<file path="src/dis_pkg.sv">
// Constants and types for the door interlock and spindle clamp block
package dis_pkg;
   localparam int NUM_AXES = 8;
   localparam int NUM_SPINDLES = 2;
   localparam int SPEED_W = 16;
   localparam int DIST_W = 32;
   localparam int CLK_MHZ = 100;
   localparam int MISMATCH_TIME_S = 3;
   localparam longint MISMATCH_CYCLES_L = longint'(MISMATCH_TIME_S) * longint'(CLK_MHZ) * 64'd1000000;
   localparam int MISMATCH_CYCLES = int'(MISMATCH_CYCLES_L);
   localparam int MISMATCH_CNT_W = 32;
   localparam int OPTION_W = 8;
   localparam int OPT_CLAMP_VALID_BIT = 5;
   localparam logic [7:0] SERVO_ALARM_DOOR_CODE = 8'h5d;
   localparam logic [7:0] ALARM_NONE = 8'h00;
   typedef enum logic [3:0] {
      DIS_RUN = 4'b0001,
      DIS_DECEL = 4'b0010,
      DIS_POWER_OFF = 4'b0100,
      DIS_OPEN = 4'b1000
   } dis_door_state_type;
endpackage

</file>
<file path="src/dis_door_interlock.sv">
// Door interlock sequencer, spindle door monitor and door clamp speed selector
`timescale 1ns/1ps
module dis_door_interlock #(
   parameter int MISMATCH_LIMIT = dis_pkg::MISMATCH_CYCLES
) (
   input wire logic clk_sys,
   input wire logic resetn,
   input wire logic door_open_request,
   input wire logic [dis_pkg::NUM_AXES-1:0] axis_stopped,
   input wire logic [dis_pkg::NUM_SPINDLES-1:0] spindle_stopped,
   input wire logic [dis_pkg::NUM_AXES-1:0] program_axis_moving,
   input wire logic [dis_pkg::DIST_W-1:0] program_axis_remaining [dis_pkg::NUM_AXES],
   input wire logic [dis_pkg::NUM_SPINDLES-1:0] door_state_bit,
   input wire logic [dis_pkg::NUM_SPINDLES-1:0] door_closed_wired,
   input wire logic door_clamp_request,
   input wire logic [dis_pkg::OPTION_W-1:0] door_clamp_option_word,
   input wire logic orientation_active,
   input wire logic tap_zero_return_active,
   input wire logic c_axis_zero_return_active,
   input wire logic [dis_pkg::SPEED_W-1:0] orientation_clamp_speed,
   input wire logic [dis_pkg::SPEED_W-1:0] tap_zero_return_clamp_speed,
   input wire logic [dis_pkg::SPEED_W-1:0] c_axis_zero_return_clamp_speed,
   input wire logic [dis_pkg::SPEED_W-1:0] door_interlock_clamp_speed,
   output logic axis_interlock,
   output logic decel_stop,
   output logic contactor_on,
   output logic servo_ready_complete,
   output logic servo_on,
   output logic door_open_enable,
   output logic [dis_pkg::NUM_AXES-1:0] dynamic_brake,
   output logic [dis_pkg::DIST_W-1:0] retained_distance [dis_pkg::NUM_AXES],
   output logic [dis_pkg::NUM_SPINDLES-1:0] door_alarm,
   output logic [7:0] spindle_alarm_code [dis_pkg::NUM_SPINDLES],
   output logic [dis_pkg::SPEED_W-1:0] spindle_clamp_speed,
   output logic clamp_alternate_active
);
   logic rst_meta;
   logic rst_sync;
   logic req_meta;
   logic req_sync;
   logic [dis_pkg::NUM_AXES-1:0] axst_meta;
   logic [dis_pkg::NUM_AXES-1:0] axst_sync;
   logic [dis_pkg::NUM_SPINDLES-1:0] spst_meta;
   logic [dis_pkg::NUM_SPINDLES-1:0] spst_sync;
   logic [dis_pkg::NUM_SPINDLES-1:0] dcw_meta;
   logic [dis_pkg::NUM_SPINDLES-1:0] dcw_sync;

   // Reset release and pin synchronisers
   always_ff @(posedge clk_sys or negedge resetn) begin
      if (!resetn) begin
         rst_meta <= 1'b0;
         rst_sync <= 1'b0;
      end else begin
         rst_meta <= 1'b1;
         rst_sync <= rst_meta;
      end
   end

   always_ff @(posedge clk_sys or negedge rst_sync) begin
      if (!rst_sync) begin
         req_meta <= 1'b0;
         req_sync <= 1'b0;
         axst_meta <= '0;
         axst_sync <= '0;
         spst_meta <= '0;
         spst_sync <= '0;
         // Idle level is door closed, so no false mismatch counts after reset
         dcw_meta <= '1;
         dcw_sync <= '1;
      end else begin
         req_meta <= door_open_request;
         req_sync <= req_meta;
         axst_meta <= axis_stopped;
         axst_sync <= axst_meta;
         spst_meta <= spindle_stopped;
         spst_sync <= spst_meta;
         dcw_meta <= door_closed_wired;
         dcw_sync <= dcw_meta;
      end
   end

   // Door sequencer
   dis_pkg::dis_door_state_type state;
   dis_pkg::dis_door_state_type next_state;
   logic next_axis_interlock;
   logic next_decel_stop;
   logic next_contactor_on;
   logic next_servo_on;
   logic next_door_open_enable;
   logic req_prev;
   logic req_rise;
   logic all_stopped;

   assign all_stopped = (&axst_sync) && (&spst_sync);

   always_comb begin
      next_state = state;
      case (state)
         dis_pkg::DIS_RUN: begin
            if (req_sync) begin
               next_state = dis_pkg::DIS_DECEL;
            end
         end
         dis_pkg::DIS_DECEL: begin
            if (!req_sync) begin
               next_state = dis_pkg::DIS_RUN;
            end else if (all_stopped) begin
               next_state = dis_pkg::DIS_POWER_OFF;
            end
         end
         dis_pkg::DIS_POWER_OFF: begin
            if (!req_sync) begin
               next_state = dis_pkg::DIS_RUN;
            end else begin
               next_state = dis_pkg::DIS_OPEN;
            end
         end
         dis_pkg::DIS_OPEN: begin
            if (!req_sync) begin
               next_state = dis_pkg::DIS_RUN;
            end
         end
         default: begin
            next_state = dis_pkg::DIS_RUN;
         end
      endcase
      next_axis_interlock = (next_state != dis_pkg::DIS_RUN);
      next_decel_stop = (next_state == dis_pkg::DIS_DECEL);
      next_contactor_on = (next_state == dis_pkg::DIS_RUN) || (next_state == dis_pkg::DIS_DECEL);
      next_servo_on = next_contactor_on;
      next_door_open_enable = (next_state == dis_pkg::DIS_OPEN);
   end

   always_ff @(posedge clk_sys or negedge rst_sync) begin
      if (!rst_sync) begin
         state <= dis_pkg::DIS_RUN;
         axis_interlock <= 1'b0;
         decel_stop <= 1'b0;
         contactor_on <= 1'b1;
         servo_on <= 1'b1;
         servo_ready_complete <= 1'b0;
         door_open_enable <= 1'b0;
         req_prev <= 1'b0;
      end else begin
         state <= next_state;
         axis_interlock <= next_axis_interlock;
         decel_stop <= next_decel_stop;
         contactor_on <= next_contactor_on;
         servo_on <= next_servo_on;
         servo_ready_complete <= 1'b1;
         door_open_enable <= next_door_open_enable;
         req_prev <= req_sync;
      end
   end

   assign req_rise = req_sync && !req_prev;

   // Program-driven axes still moving at the request: brake and keep distance
   logic [dis_pkg::NUM_AXES-1:0] next_dynamic_brake;
   logic [dis_pkg::DIST_W-1:0] next_retained [dis_pkg::NUM_AXES];
   generate
      for (genvar a = 0; a < dis_pkg::NUM_AXES; a++) begin : g_axis
         always_comb begin
            next_dynamic_brake[a] = dynamic_brake[a];
            next_retained[a] = retained_distance[a];
            if (!req_sync) begin
               next_dynamic_brake[a] = 1'b0;
            end else if (req_rise && program_axis_moving[a]) begin
               next_dynamic_brake[a] = 1'b1;
               next_retained[a] = program_axis_remaining[a];
            end
         end
         always_ff @(posedge clk_sys or negedge rst_sync) begin
            if (!rst_sync) begin
               dynamic_brake[a] <= 1'b0;
               retained_distance[a] <= '0;
            end else begin
               dynamic_brake[a] <= next_dynamic_brake[a];
               retained_distance[a] <= next_retained[a];
            end
         end
      end
   endgenerate

   // Door state mismatch monitor per spindle
   logic [dis_pkg::MISMATCH_CNT_W-1:0] mis_cnt [dis_pkg::NUM_SPINDLES];
   logic [dis_pkg::MISMATCH_CNT_W-1:0] next_mis_cnt [dis_pkg::NUM_SPINDLES];
   logic [dis_pkg::NUM_SPINDLES-1:0] next_door_alarm;
   generate
      for (genvar s = 0; s < dis_pkg::NUM_SPINDLES; s++) begin : g_spindle
         always_comb begin
            next_mis_cnt[s] = '0;
            next_door_alarm[s] = door_alarm[s];
            // Open bit and wired closed bit at the same level disagree
            if (door_state_bit[s] == dcw_sync[s]) begin
               if (mis_cnt[s] < MISMATCH_LIMIT[dis_pkg::MISMATCH_CNT_W-1:0]) begin
                  next_mis_cnt[s] = mis_cnt[s] + 1'b1;
               end else begin
                  next_mis_cnt[s] = mis_cnt[s];
               end
               if (next_mis_cnt[s] >= MISMATCH_LIMIT[dis_pkg::MISMATCH_CNT_W-1:0]) begin
                  next_door_alarm[s] = 1'b1;
               end
            end
         end
         always_ff @(posedge clk_sys or negedge rst_sync) begin
            if (!rst_sync) begin
               mis_cnt[s] <= '0;
               door_alarm[s] <= 1'b0;
               spindle_alarm_code[s] <= dis_pkg::ALARM_NONE;
            end else begin
               mis_cnt[s] <= next_mis_cnt[s];
               door_alarm[s] <= next_door_alarm[s];
               spindle_alarm_code[s] <= next_door_alarm[s] ? dis_pkg::SERVO_ALARM_DOOR_CODE : dis_pkg::ALARM_NONE;
            end
         end
      end
   endgenerate

   // Clamp speed selection
   logic op_active;
   logic op_prev;
   logic clamp_latched;
   logic next_clamp_latched;
   logic clamp_eff;
   logic [dis_pkg::SPEED_W-1:0] next_clamp_speed;

   assign op_active = orientation_active || tap_zero_return_active || c_axis_zero_return_active;
   assign clamp_eff = door_clamp_request && door_clamp_option_word[dis_pkg::OPT_CLAMP_VALID_BIT];

   always_comb begin
      next_clamp_latched = clamp_latched;
      if (!op_active) begin
         next_clamp_latched = clamp_eff;
      end else if (!op_prev) begin
         next_clamp_latched = clamp_eff;
      end
      if (next_clamp_latched) begin
         next_clamp_speed = door_interlock_clamp_speed;
      end else if (orientation_active) begin
         next_clamp_speed = orientation_clamp_speed;
      end else if (tap_zero_return_active) begin
         next_clamp_speed = tap_zero_return_clamp_speed;
      end else begin
         next_clamp_speed = c_axis_zero_return_clamp_speed;
      end
   end

   always_ff @(posedge clk_sys or negedge rst_sync) begin
      if (!rst_sync) begin
         op_prev <= 1'b0;
         clamp_latched <= 1'b0;
         clamp_alternate_active <= 1'b0;
         spindle_clamp_speed <= '0;
      end else begin
         op_prev <= op_active;
         clamp_latched <= next_clamp_latched;
         clamp_alternate_active <= next_clamp_latched;
         spindle_clamp_speed <= next_clamp_speed;
      end
   end
endmodule

</file>
<file path="config.mk">
export PLATFORM = sky130hd
export DESIGN_NAME = dis_door_interlock
export DESIGN_NICKNAME = d
export VERILOG_FILES = /design/src/dis_pkg.sv /design/src/dis_door_interlock.sv
export SDC_FILE = /design/constraint.sdc
export NUM_CORES = 1
export LEC_CHECK = 0
export BUFFER_PORTS_ARGS = -buffer_cell sky130_fd_sc_hd__buf_2
export CAP_MARGIN = 40
export CORE_AREA = 4 4 257 259
export DETAILED_ROUTE_END_ITERATION = 10
export DIE_AREA = 0 0 261 263
export GPL_ROUTABILITY_DRIVEN = 1
export GPL_TIMING_DRIVEN = 0
export PLACE_DENSITY = 0.58
export SYNTH_ARGS = -nofsm -noshare
export SYNTH_HDL_FRONTEND = slang
export SYNTH_SLANG_ARGS = --single-unit
</file>
<file path="constraint.sdc">
create_clock -name clk_sys -period 13.4 [get_ports clk_sys]
set_input_delay 2.68 -clock clk_sys [delete_from_list [all_inputs] [get_ports clk_sys]]
set_output_delay 2.68 -clock clk_sys [all_outputs]
set_load 0.02 [all_outputs]
</file>
Word level (Yosys, flattened, before mapping)
Cells that the tools add are included.
W data, S select, Z words.

cells by class
  $add $sub $neg = 2
  muxes and demuxes = 39
  reduce and logical (&&, ||, !) cells = 25
  magnitude comparators = 4
  equality and inequality tests = 18

operator list
  cell                     count
  $mux W32                 6
  $add A32 B1 Y32 const B  2
  $ge A32 B29 Y1 const B   2
  $lt A32 B29 Y1 const B   2
  $mux W16                 3
  $mux W1                  22
  $mux W4                  5
  $reduce_and A2 Y1        9
  $ne A2 B1 Y1 const B     8
  $pmux W4 S4              1
  $mux W7                  2
  $logic_and A1 B1 Y1      11
  $eq A4 B1 Y1 const B     2
  $eq A4 B2 Y1 const B     2
  $eq A4 B4 Y1 const B     2
  $reduce_and A8 Y1        1
  $eq A4 B3 Y1 const B     1
  $ne A4 B1 Y1 const B     1
  $logic_or A1 B1 Y1       3
  $eq A1 B1 Y1             2
  $logic_not A1 Y1         1

word-level totals
  bits of input ports = 357
  word-level logic and storage cells = 130
  output and inout bits = 305
  register bits after elaboration = 400

Logic depth before layout (Yosys ltp)
Gate-level depths: netlist (run 1).

  depth after elaboration = 7
  depth in mapped cells = 10
  mapped depth without buffers = 9

Worst setup path before layout (run 1)
No wires, ideal clock.

  kind = input to register
  start point = input tap_zero_return_active
  end point = register spindle_clamp_speed[12] in the netlist's numbering
  arrival time = 3.948 ns
  required time = 13.264 ns
  slack = 9.316 ns
  buffers on the path = 2
  cell stages on the path = 7
  library setup time = 0.136 ns
  cell sequence = clkbuf_1 > or3_1 > nand2_1 > nand3_1 > nand2_1 > clkbuf_1 > o21ai_0

between the ends
  word-level cells in the longest chain between the ends = 4
  elaborated cells on any way between the ends = 6
  classes of those cells = mux: 4; reduce/logical: 2

RTL lines
  item                             line                       RTL
  start: declaration               dis_door_interlock.sv:18   input wire logic tap_zero_return_active,
  $logic_or A1 B1 Y1 (2 in a row)  dis_door_interlock.sv:228  assign op_active = orientation_active || tap_zero_return_active || c_axis_zero_return_active;
  net op_active                    dis_door_interlock.sv:221  logic op_active;
  $mux W1                          dis_door_interlock.sv:233  if (!op_active) begin
  $mux W16                         dis_door_interlock.sv:238  if (next_clamp_latched) begin
  net next_clamp_speed, one bit    dis_door_interlock.sv:226  logic [dis_pkg::SPEED_W-1:0] next_clamp_speed;
  end signal: assignment           dis_door_interlock.sv:259  spindle_clamp_speed <= next_clamp_speed;
  end: declaration                 dis_door_interlock.sv:34   output logic [dis_pkg::SPEED_W-1:0] spindle_clamp_speed,

The timed path passes the listed nets, and every way through them passes these cells.
A chain may end at the register's enable or synchronous reset.

Worst setup path after layout (run 1)
  start point = register servo_on
  end point = output servo_on

RTL lines
  item                      line                       RTL
  start: declaration        dis_door_interlock.sv:28   output logic servo_on,
  start signal: assignment  dis_door_interlock.sv:149  servo_on <= next_servo_on;

No word-level cell between the ends.

==> flow_summary.json, run 1 <==
{
  "core-area_mm2": 0.0639,
  "wl_um": 52100,
  "cts_tree": "built",
  "ys_types": 73,
  "areaGrowthSynthToFinish_pct": 37.6,
  "fp.dieH_um": 263,
  "endpoint_kind": "output pin",
  "drive_gt1_frac": 0.521,
  "grt_pass1_vias": 13000,
  "globalRouteOverflowTotal": 0,
  "synth-seq-cells": 386,
  "hold_buffers": 0,
  "drc": 0,
  "hpwl_um": 41600,
  "power.density_mw_per_mm2": 151,
  "clkSinkCount": 386,
  "clockBufferDepth": 3,
  "cp_slowest_cell": "dfstp_2",
  "ir_worst_vdd_v": 0.0000953,
  "worstMarginPinSlew_ns": 0.834,
  "clk_root_buffer_cell": "clkbuf_16",
  "vias_per_cell": 4.35,
  "portBuffers": 646,
  "tns_ns": 0,
  "crit_path_max_incr_delay_ns": 0.57,
  "finalMaxSlewViolations": 0,
  "path_class": "reg -> out",
  "clock_skew_ns": 0.0178,
  "cts_inserted_buffers": 43,
  "fmax_ghz": 0.246,
  "switching_share": 0.298,
  "dr.pass1.iters": 4,
  "synth_seq_area_share": 0.609,
  "crit_path_start_kind": "register",
  "switchingPower_w": 0.000984,
  "synth_enable_flop_cells": 0,
  "cts.repair.resized": 0,
  "cts.clk_slew.worst_paths_ns": 0.06,
  "htree_levels": 2,
  "finalCriticalPeriod_ns": 4.07,
  "crit_required_ns": 10.72,
  "status": "finished clean",
  "worstSkewPairLatency_ns": 0.56,
  "fin_nets": 2286,
  "grt_pass1_wl_um": 76900,
  "hold_viol_final": 0,
  "slew_headroom": 0.442,
  "rsz0062_at_grt": "false",
  "ys.flop_type": "dfrtp_1",
  "dieWidth_um": 261,
  "p_clk_frac": 0.355,
  "intPower_w": 0.00231,
  "synthArstFlopShare": 1.00,
  "combPwrFrac": 0.214,
  "wl_per_cell_um": 18.4,
  "syn_area_mm2": 0.0159,
  "grt_max_degree": 69,
  "vias": 12300,
  "dieArea_mm2": 0.0686,
  "syn_inst": 1220,
  "cts_setup_buffers": 0,
  "p_leak_nw": 10.4,
  "worstPathCellList": "buf_4 -> buf_2",
  "syn_area_per_cell_um2": 13.0,
  "num_io_pins": 662,
  "track_usage": 0.145,
  "finalSetupViolations": 0,
  "postRouteAntennaNets": 0,
  "yosysWarnings": 0,
  "gp_congestion": 0.887,
  "start_util": 0.249,
  "arrival_ns": 1.39,
  "min_period_over_period": 0.304,
  "hold_ws_ns": 0.350,
  "maxCapViolCount": 0,
  "rows": 93,
  "critPathMaxFanout": 2,
  "worstHoldPathType": "reg -> reg",
  "drtIter0Drc": 566,
  "pwr-share-seq": 0.431,
  "antenna_found_initial": 17
}
-- stage by stage --
| stage | setup WS [ns] | cells | util | area, um^2 | total power (W) |
|---|---|---|---|---|---|
| final | 9.33 | 2824 | 0.342 | 21800 | 0.00330 |
| after global routing | 9.26 | 2823 | 0.342 | 21800 | 0.00346 |
| after CTS | 9.27 | 2816 | 0.342 | 21800 | 0.00336 |
| after detailed placement | 8.77 | 2737 | 0.320 | 20400 | 0.00216 |
| after global placement | -2.48 | 2727 | 0.316 | 20200 | 0.00213 |
| after floorplan | 1.86 | 1226 | - | 15900 | 0.00183 |
-- path summary, 6_finish.rpt --
kind,to,slack (ns),from,cells past startpoint
setup / recovery,servo_on,9.33,servo_on$_DFF_PN1_,2
hold / removal,axst_sync[3]$_DFF_PN0_,0.35,axst_meta[3]$_DFF_PN0_,0
setup reg to reg,spindle_alarm_code[4]$_DFFE_PN0P_,10.45,mis_cnt[30]$_DFF_PN0_,9
hold reg to reg,axst_sync[3]$_DFF_PN0_,0.35,axst_meta[3]$_DFF_PN0_,0
max in group asynchronous,rst_sync$_DFF_PN0_,11.40,resetn,1
min in group asynchronous,mis_cnt[22]$_DFF_PN0_,0.38,rst_sync$_DFF_PN0_,0
-- power groups by stage --
stage / clock network (W) / logic, W / registers (W)
2_1_floorplan: 0 / 0.000188 / 0.00164
3_5_place_dp: 0 / 0.000715 / 0.00144
6_report: 0.00117 / 0.000706 / 0.00142
3_3_place_gp: 0 / 0.000679 / 0.00146
4_1_cts: 0.00122 / 0.000717 / 0.00142
5_1_grt: 0.00126 / 0.000753 / 0.00144
-- synthesized netlist by cell type (5+ instances only) --
master      n  area [um^2]
dfrtp_1   380         9510
mux2_2    256         2880
nor2_1     97          364
nand2_1    78          293
nand3_1    31          155
o21ai_0    30          150
clkbuf_1   29          109
xnor2_1    29          254
xor2_1     27          236
buf_1      26         97.6
a21oi_1    25          125
mux2i_1    20          200
nand4_1    20          125
buf_4      17          128
nor3_1     16         80.1
inv_1      12         45.0
and3_1     10         62.6
nor4_1      9         56.3
a31oi_1     7         43.8
and2_1      6         37.5
dfstp_2     6          158
nand3b_1    5         37.5
or3_1       5         31.3
-- worst max-delay path: cells and delay by family (launching register included) --
kind	cells	cell delay, ns
flops	1	0.57
buf+inv	2	0.27
-- cell families (layout without fill, tap and decap cells) --
| logic type | count (synthesis) | after routing | share of synthesized area |
|---|---|---|---|
| AO/OA/AOI/OAI | 93 | 93 | 0.0366 |
| XOR/XNOR | 56 | 56 | 0.0309 |
| adder cells (fa/ha/maj) | 2 | 2 | 0.00158 |
| buffers and inverters | 89 | 824 | 0.0276 |
| flip-flops | 386 | 386 | 0.609 |
| multiplexers | 276 | 276 | 0.194 |
| other | 2 | 16 | 0.000473 |
| AND/OR/NAND/NOR | 316 | 316 | 0.0999 |
-- area by class of cell --
type	instances	area (um^2)
buffer	77	393
fill	6472	42000
timing repair buffer	656	3440
inverter	12	45.0
multi-input combinational	751	5790
antenna	8	20.0
tap	855	1070
clock buffer	69	1290
clock inverter	10	119
sequential	386	9670
-- state kept, by name, indices dropped and copies added (netlist names), 2 cells and up --
| name | cells |
|---|---|
| spindle_clamp_speed | 16 |
| dynamic_brake | 8 |
| retained_distance | 256 |
| axst_sync | 8 |
| axst_meta | 8 |
| spindle_alarm_code | 2 |
| dcw_meta | 2 |
| spst_meta | 2 |
| spst_sync | 2 |
| mis_cnt | 64 |
| dcw_sync | 2 |
| state | 4 |
-- cells in the final DEF (no fill, tap or decap), types with 4 or more instances in the layout --
| cell | n |
|---|---|
| and3_1 | 10 |
| mux2_2 | 256 |
| nor3_1 | 16 |
| nor2b_1 | 4 |
| diode_2 | 8 |
| buf_1 | 26 |
| a31oi_1 | 7 |
| a21oi_1 | 25 |
| nand2_1 | 78 |
| mux2i_1 | 20 |
| inv_1 | 12 |
| o21ai_0 | 30 |
| nor3b_1 | 4 |
| clkbuf_8 | 8 |
| buf_2 | 646 |
| clkbuf_16 | 45 |
| buf_6 | 8 |
| clkbuf_1 | 46 |
| nor4_1 | 9 |
| and2_1 | 6 |
| nand4_1 | 20 |
| dfrtp_1 | 379 |
| xor2_1 | 27 |
| conb_1 | 8 |
| clkinv_2 | 6 |
| nand3_1 | 31 |
| buf_4 | 17 |
| nor2_1 | 97 |
| dfstp_2 | 6 |
| xnor2_1 | 29 |
| nand3b_1 | 5 |
| or3_1 | 5 |
| buf_16 | 6 |
-- metal layers --
layer	GRT usage	vias up	part of all wire
li1	-	5658	-
met1	0.157	5989	0.36
met2	0.257	527	0.51
met3	0.0422	105	0.079
met4	0.0720	4	0.046
met5	0	-	0.00077
Note: power is estimated with default switching activity, not from simulation.
==> run 2, diff against run 1 <==
clock period = 3.85 ns   (was 13.4 ns; I/O delays follow)
==> run 2 against run 1 <==
Core utilization up 0.16 points. Combinational power grew to 3.5 times the previous value. First-iteration DRC count increased by 4.4%. Global-route usage is 0.10 points lower. Sequential power rose to 3.5 times the previous value. Clock skew rose by 0.0011 ns. Die area is the same.
==> flow_summary.json, run 2 (synthesized netlist as in run 1, its figures left out) <==
{
  "path_buf_inv": 2,
  "endpoint_kind": "register",
  "wl_per_cell_um": 18.3,
  "num_io_pins": 662,
  "hold_buffers": 1,
  "maxCapViolCount": 0,
  "worstHoldPathType": "in -> reg",
  "slew_headroom": 0.445,
  "combPwrFrac": 0.210,
  "multi_input_area_mm2": 0.00579,
  "clockBufferDepth": 3,
  "finalMaxSlewViolations": 0,
  "finalCriticalPeriod_ns": 2.96,
  "gp_congestion": 0.877,
  "worstSkewPairLatency_ns": 0.57,
  "pwr-share-seq": 0.420,
  "drc": 0,
  "switchingPower_w": 0.00349,
  "dieArea_mm2": 0.0686,
  "cts.repair.resized": 0,
  "hold_viol_final": 0,
  "rows": 93,
  "min_period_over_period": 0.768,
  "largest_register_ffs": 256,
  "crit_family": "simple AND/OR/NAND/NOR gates",
  "antenna_found_initial": 18,
  "clkSinkCount": 386,
  "r2r_start": "mis_cnt[20]$_DFF_PN0_",
  "pre_cts_ws_ns": 0.858,
  "worstMarginPinSlew_ns": 0.833,
  "dieWidth_um": 261,
  "cts_setup_buffers": 0,
  "fin_util": 0.343,
  "tns_ns": 0,
  "areaGrowthSynthToFinish_pct": 38.2,
  "switching_share": 0.297,
  "grt_pass1_vias": 13000,
  "finalSetupViolations": 0,
  "grt_max_degree": 63,
  "postRouteAntennaNets": 0,
  "fmax_ghz": 0.338,
  "hp-start": "axis_stopped[7]",
  "clock_skew_ns": 0.0189,
  "htree_levels": 2,
  "worstPathCellList": "clkbuf_1 -> nor4_1 -> nand3_1 -> o21ai_1 -> clkbuf_1 -> nand3_1 -> nor2_1 -> nand4_1 -> a221oi_1 -> o31ai_1",
  "p_leak_nw": 10.4,
  "cts_tree": "built",
  "layout_commonest_cell": "buf_2",
  "final_cell_mix": "646 x buf_2, 379 x dfrtp_1, 256 x mux2_2",
  "core-area_mm2": 0.0639,
  "globalRouteOverflowTotal": 0,
  "crit_required_ns": 4.28,
  "status": "finished clean",
  "arrival_ns": 3.38,
  "drive_gt1_frac": 0.524,
  "ir_worst_vdd_v": 0.000349,
  "intPower_w": 0.00827,
  "start_util": 0.249,
  "wl_um": 51700,
  "fin_nets": 2287,
  "nFillCells": 6398,
  "largestRegisters": "retained_distance x256, mis_cnt x64, spindle_clamp_speed x16",
  "fin_ws_ns": 0.893,
  "critPathMaxFanout": 10,
  "dr.pass1.iters": 5,
  "seqCellArea_mm2": 0.00967,
  "vias": 12300,
  "grt_pass1_wl_um": 77200,
  "crit_path_max_incr_delay_ns": 0.43,
  "power.density_mw_per_mm2": 536,
  "hpwl_um": 41300,
  "top_register": "retained_distance",
  "cts_inserted_buffers": 45,
  "clk_root_buffer_cell": "clkbuf_16",
  "rsz0062_at_grt": "false",
  "setup.worst_path.start": "mis_cnt[20]$_DFF_PN0_",
  "drtIter0Drc": 591,
  "cts.clk_slew.worst_paths_ns": 0.06,
  "power_w": 0.0118,
  "path_class": "reg -> reg",
  "cp_slowest_cell": "a221oi_1",
  "vias_per_cell": 4.36,
  "portBuffers": 646,
  "p_clk_frac": 0.371,
  "crit_path_start_kind": "register",
  "fp.dieH_um": 263,
  "track_usage": 0.144
}
[run 2: cell types whose count changed in the layout (fill, tap and decap cells not counted), sizes merged]
cell	previous run	this run
clkinv	6	11
dlygate4sd3	0	1
buf	703	701
diode	8	7
clkbuf	99	92
bufinv	2	5
clkinvlp	0	1
[run 2: final timing paths]
path,endpoint,slack (ns),depth (start not counted)
worst min register to register,rst_sync$_DFF_PN0_,0.34,0
worst max register to register,spindle_alarm_code[4]$_DFFE_PN0P_,0.89,10
min in group asynchronous,retained_distance[147]$_DFFE_PN0P_,0.37,0
max in group asynchronous,servo_on$_DFF_PN1_,2.34,2
worst max-delay path,spindle_alarm_code[4]$_DFFE_PN0P_,0.89,10
worst min-delay path,axst_meta[7]$_DFF_PN0_,0.32,1
[run 2: metrics by stage]
step	cell area, um^2	instances	hold slack (ns)
2_1_floorplan	15900	1226	0.331
3_3_place_gp	20200	2727	0.335
3_5_place_dp	20400	2735	0.335
4_1_cts	21900	2817	0.266
5_1_grt	21900	2822	0.279
6_report	21900	2824	0.317
[run 2: power groups by stage]
stage / clock (W) / combinational [W] / sequential [W]
after global routing: 0.00468 / 0.00263 / 0.00501
final: 0.00436 / 0.00247 / 0.00494
after global placement: 0 / 0.00237 / 0.00504
after detailed placement: 0 / 0.00249 / 0.00500
after floorplan: 0 / 0.000654 / 0.00572
after CTS: 0.00452 / 0.00250 / 0.00494
[run 2: worst reg2reg max path, stage by stage, from the launching register on]
cell and delay (ns):
dfrtp_1 0.35, clkbuf_1 0.18, nor4_1 0.36, nand3_1 0.15, o21ai_1 0.22, clkbuf_1 0.39
nand3_1 0.22, nor2_1 0.27, nand4_1 0.14, a221oi_1 0.43, o31ai_1 0.13
[run 2: per-layer routing]
metal,routed length (um),up-vias,track usage
met5,28,-,0
met4,1660,4,0.0518
met3,4460,109,0.0423
met2,26100,526,0.255
met1,19500,6027,0.164
li1,-,5655,-
[run 2: area by class of cell]
class | instances | area share
clock inverter | 19 | 0.0110
clock buffer | 62 | 0.0579
tap | 855 | 0.0488
inverter | 12 | 0.00205
timing repair buffer | 655 | 0.157
multi-input combinational | 751 | 0.264
sequential | 386 | 0.441
antenna | 7 | 0.000798
buffer | 77 | 0.0179
==> run 3, diff against run 2 <==
ABC_AREA = 1   (was not set)
CORE_AREA = 4 4 255 257   (was 4 4 257 259)
DIE_AREA = 0 0 259 261   (was 0 0 261 263)
PLACE_DENSITY = 0.6   (was 0.58)
clock period = 2.75 ns   (was 3.85 ns; I/O delays follow)
==> run 3 against run 2 <==
Total power up 46%. Sequential power up 40%. Combinational power up 38%. Global-route usage up 0.61 points. Count of clock-buffer cells in the layout up 3. Area after synthesis up 6.7%. Cell count up 14%. Highest routed layer unchanged.
==> flow_summary.json, run 3 <==
{
  "worstSkewPairLatency_ns": 0.57,
  "combPwrFrac": 0.199,
  "clkSinkCount": 386,
  "power.density_mw_per_mm2": 738,
  "endpoint_kind": "register",
  "fp.dieH_um": 261,
  "grt_pass1_vias": 14000,
  "yosysMostFrequentCell": "nand2_1",
  "fin_area_mm2": 0.0232,
  "clock_skew_ns": 0.0144,
  "finalSetupViolations": 0,
  "cts_setup_buffers": 0,
  "top_register": "retained_distance",
  "synth.area.top_cells": "dfrtp_1 56%, mux2_2 17%, nand2_1 9.5%",
  "hold_depth": 1,
  "grt_max_degree": 63,
  "fin_nets": 2694,
  "seqCellArea_mm2": 0.00967,
  "worstHoldPathType": "in -> reg",
  "start_util": 0.270,
  "fmax_ghz": 0.393,
  "switching_share": 0.290,
  "nFillCells": 6379,
  "switchingPower_w": 0.00497,
  "syn_inst": 1625,
  "vias": 13700,
  "track_usage": 0.150,
  "yosys-top-cells-count": "427 x nand2_1, 380 x dfrtp_1, 256 x mux2_2, 183 x nor2_1, 96 x inv_1",
  "largestRegisters": "retained_distance x256, mis_cnt x64, spindle_clamp_speed x16",
  "synth_top_cell_area_share": 0.562,
  "rows": 92,
  "num_io_pins": 662,
  "min_period_over_period": 0.925,
  "finalMaxSlewViolations": 0,
  "postRouteAntennaNets": 0,
  "dr.pass1.iters": 5,
  "cts.clk_slew.worst_paths_ns": 0.06,
  "status": "finished clean",
  "drc": 0,
  "yosysWarnings": 0,
  "drtIter0Drc": 711,
  "crit_required_ns": 3.19,
  "yosys.area.top_type": "dfrtp_1",
  "grtUsageMet1": 0.184,
  "clk_root_buffer_cell": "clkbuf_16",
  "synth_enable_flop_cells": 0,
  "finalCriticalPeriod_ns": 2.54,
  "globalRouteOverflowTotal": 0,
  "wl_per_cell_um": 16.7,
  "dieArea_mm2": 0.0676,
  "path_class": "reg -> reg",
  "ir_worst_vdd_v": 0.000659,
  "critPathMaxFanout": 10,
  "ys.flop_type": "dfrtp_1",
  "dieWidth_um": 259,
  "antenna_found_initial": 4,
  "wl_um": 53800,
  "layout_commonest_cell": "buf_2",
  "gp_congestion": 0.884,
  "clockBufferDepth": 3,
  "top_usage_layer": "met2",
  "reg2reg_depth": 8,
  "portBuffers": 647,
  "rsz0062_at_grt": "false",
  "grt_pass1_wl_um": 80000,
  "hpwl_um": 42400,
  "pre_cts_ws_ns": -0.137,
  "drive_gt1_frac": 0.451,
  "htree_levels": 2,
  "hold_viol_final": 0,
  "use_met2": 0.260,
  "postPlaceCellArea_mm2": 0.0215,
  "arrival_ns": 2.99,
  "synth-seq-cells": 386,
  "hold_ws_ns": 0.0913,
  "syn_area_mm2": 0.0169,
  "p_clk_frac": 0.397,
  "syn_area_per_cell_um2": 10.4,
  "pwr-share-seq": 0.404,
  "ys_types": 42,
  "largest_register_ffs": 256,
  "cts_inserted_buffers": 46,
  "cts_tree": "built",
  "multi_input_area_mm2": 0.00656,
  "slew_headroom": 0.479,
  "grtUsageMet3": 0.0364,
  "p_leak_nw": 11.5,
  "synthArstFlopShare": 1.00,
  "core-area_mm2": 0.0627,
  "maxCapViolCount": 0,
  "crit_path_start_kind": "register",
  "final_cell_mix": "651 x buf_2, 426 x nand2_1, 379 x dfrtp_1",
  "worstMarginPinSlew_ns": 0.776,
  "fin_ws_ns": 0.208,
  "synth_seq_area_share": 0.571,
  "intPower_w": 0.0121,
  "areaGrowthSynthToFinish_pct": 37.0,
  "vias_per_cell": 4.26
}
## run 3: cell count changes in the layout (fill, tap and decap cells not counted), sizes merged, moves of 15 or more
| cell | before | now |
|---|---|---|
| nand2 | 79 | 442 |
| nor2 | 97 | 197 |
| inv | 14 | 105 |
| xnor2 | 29 | 5 |
| nand3 | 33 | 51 |
| nand4 | 20 | 4 |
| clkbuf | 92 | 77 |
## run 3: cell type report
type,instances,share of cell area
Sequential cell,386,0.417
Multi-Input combinational cell,1081,0.283
Timing Repair Buffer,656,0.148
Clock buffer,65,0.0584
Tap cell,846,0.0456
Inverter,102,0.0165
Clock inverter,21,0.0156
Buffer,62,0.0152
Antenna cell,5,0.000539
## run 3: repair_timing
item,in CTS,in global routing
endpoints found under the setup margin,16,0
hold buffers,1,0
endpoints found under the hold margin,2,0
gates resized for setup,2,0
## run 3: critical path, stage by stage, from the launching register on
cell	delay [ns]
dfrtp_1	0.33
buf_2	0.33
inv_1	0.18
nor2_2	0.30
buf_8	0.23
nand2_2	0.23
buf_1	0.32
buf_8	0.22
mux2_2	0.27
## run 3: kinds of logic (layout without fill, tap and decap cells)
kind of cell / after synthesis / after routing / share of synthesized area
other cells: 2 / 13 / 0.000443
mux: 272 / 272 / 0.180
simple gates: 706 / 706 / 0.169
buf+inv: 164 / 906 / 0.0433
compound gates: 72 / 72 / 0.0239
xor+xnor: 21 / 21 / 0.0109
fa+ha+maj: 2 / 2 / 0.00148
flops: 386 / 386 / 0.571
## run 3: metal layers
layer	part of all wire	vias to the layer above
li1	-	6644
met1	0.40	6562
met2	0.50	425
met3	0.063	98
met4	0.030	2
met5	0.00024	-
## run 3: worst paths after layout
path	end	startpoint	slack, ns
min	axst_meta[1]$_DFF_PN0_	axis_stopped[1]	0.09
min reg2reg	axst_meta[6]$_DFF_PN0_	rst_sync$_DFF_PN0_	0.33
max in group asynchronous	dcw_sync[1]$_DFF_PN1_	rst_sync$_DFF_PN0_	0.91
max reg2reg	retained_distance[149]$_DFFE_PN0P_	req_sync$_DFF_PN0_	0.21
max	retained_distance[149]$_DFFE_PN0P_	req_sync$_DFF_PN0_	0.21
min in group asynchronous	rst_sync$_DFF_PN0_	resetn	0.32
## run 3: power by group through the flow
stage	clock network (W)	logic [W]	registers [W]
after global placement	0	0.00330	0.00706
after global routing	0.00721	0.00365	0.00701
after floorplan	0	0.000887	0.00801
after CTS	0.00702	0.00347	0.00691
final	0.00679	0.00341	0.00691
after detailed placement	0	0.00346	0.00699
## run 3: stage by stage
stage	TNS [ns]	power (W)	utilization	cells
after CTS	0	0.0174	0.370	3219
after floorplan	-395.56	0.00890	-	1631
after global placement	-1264.77	0.0104	0.339	3124
after detailed placement	-1.54	0.0104	0.342	3132
after global routing	0	0.0179	0.370	3222
final	0	0.0171	0.370	3224
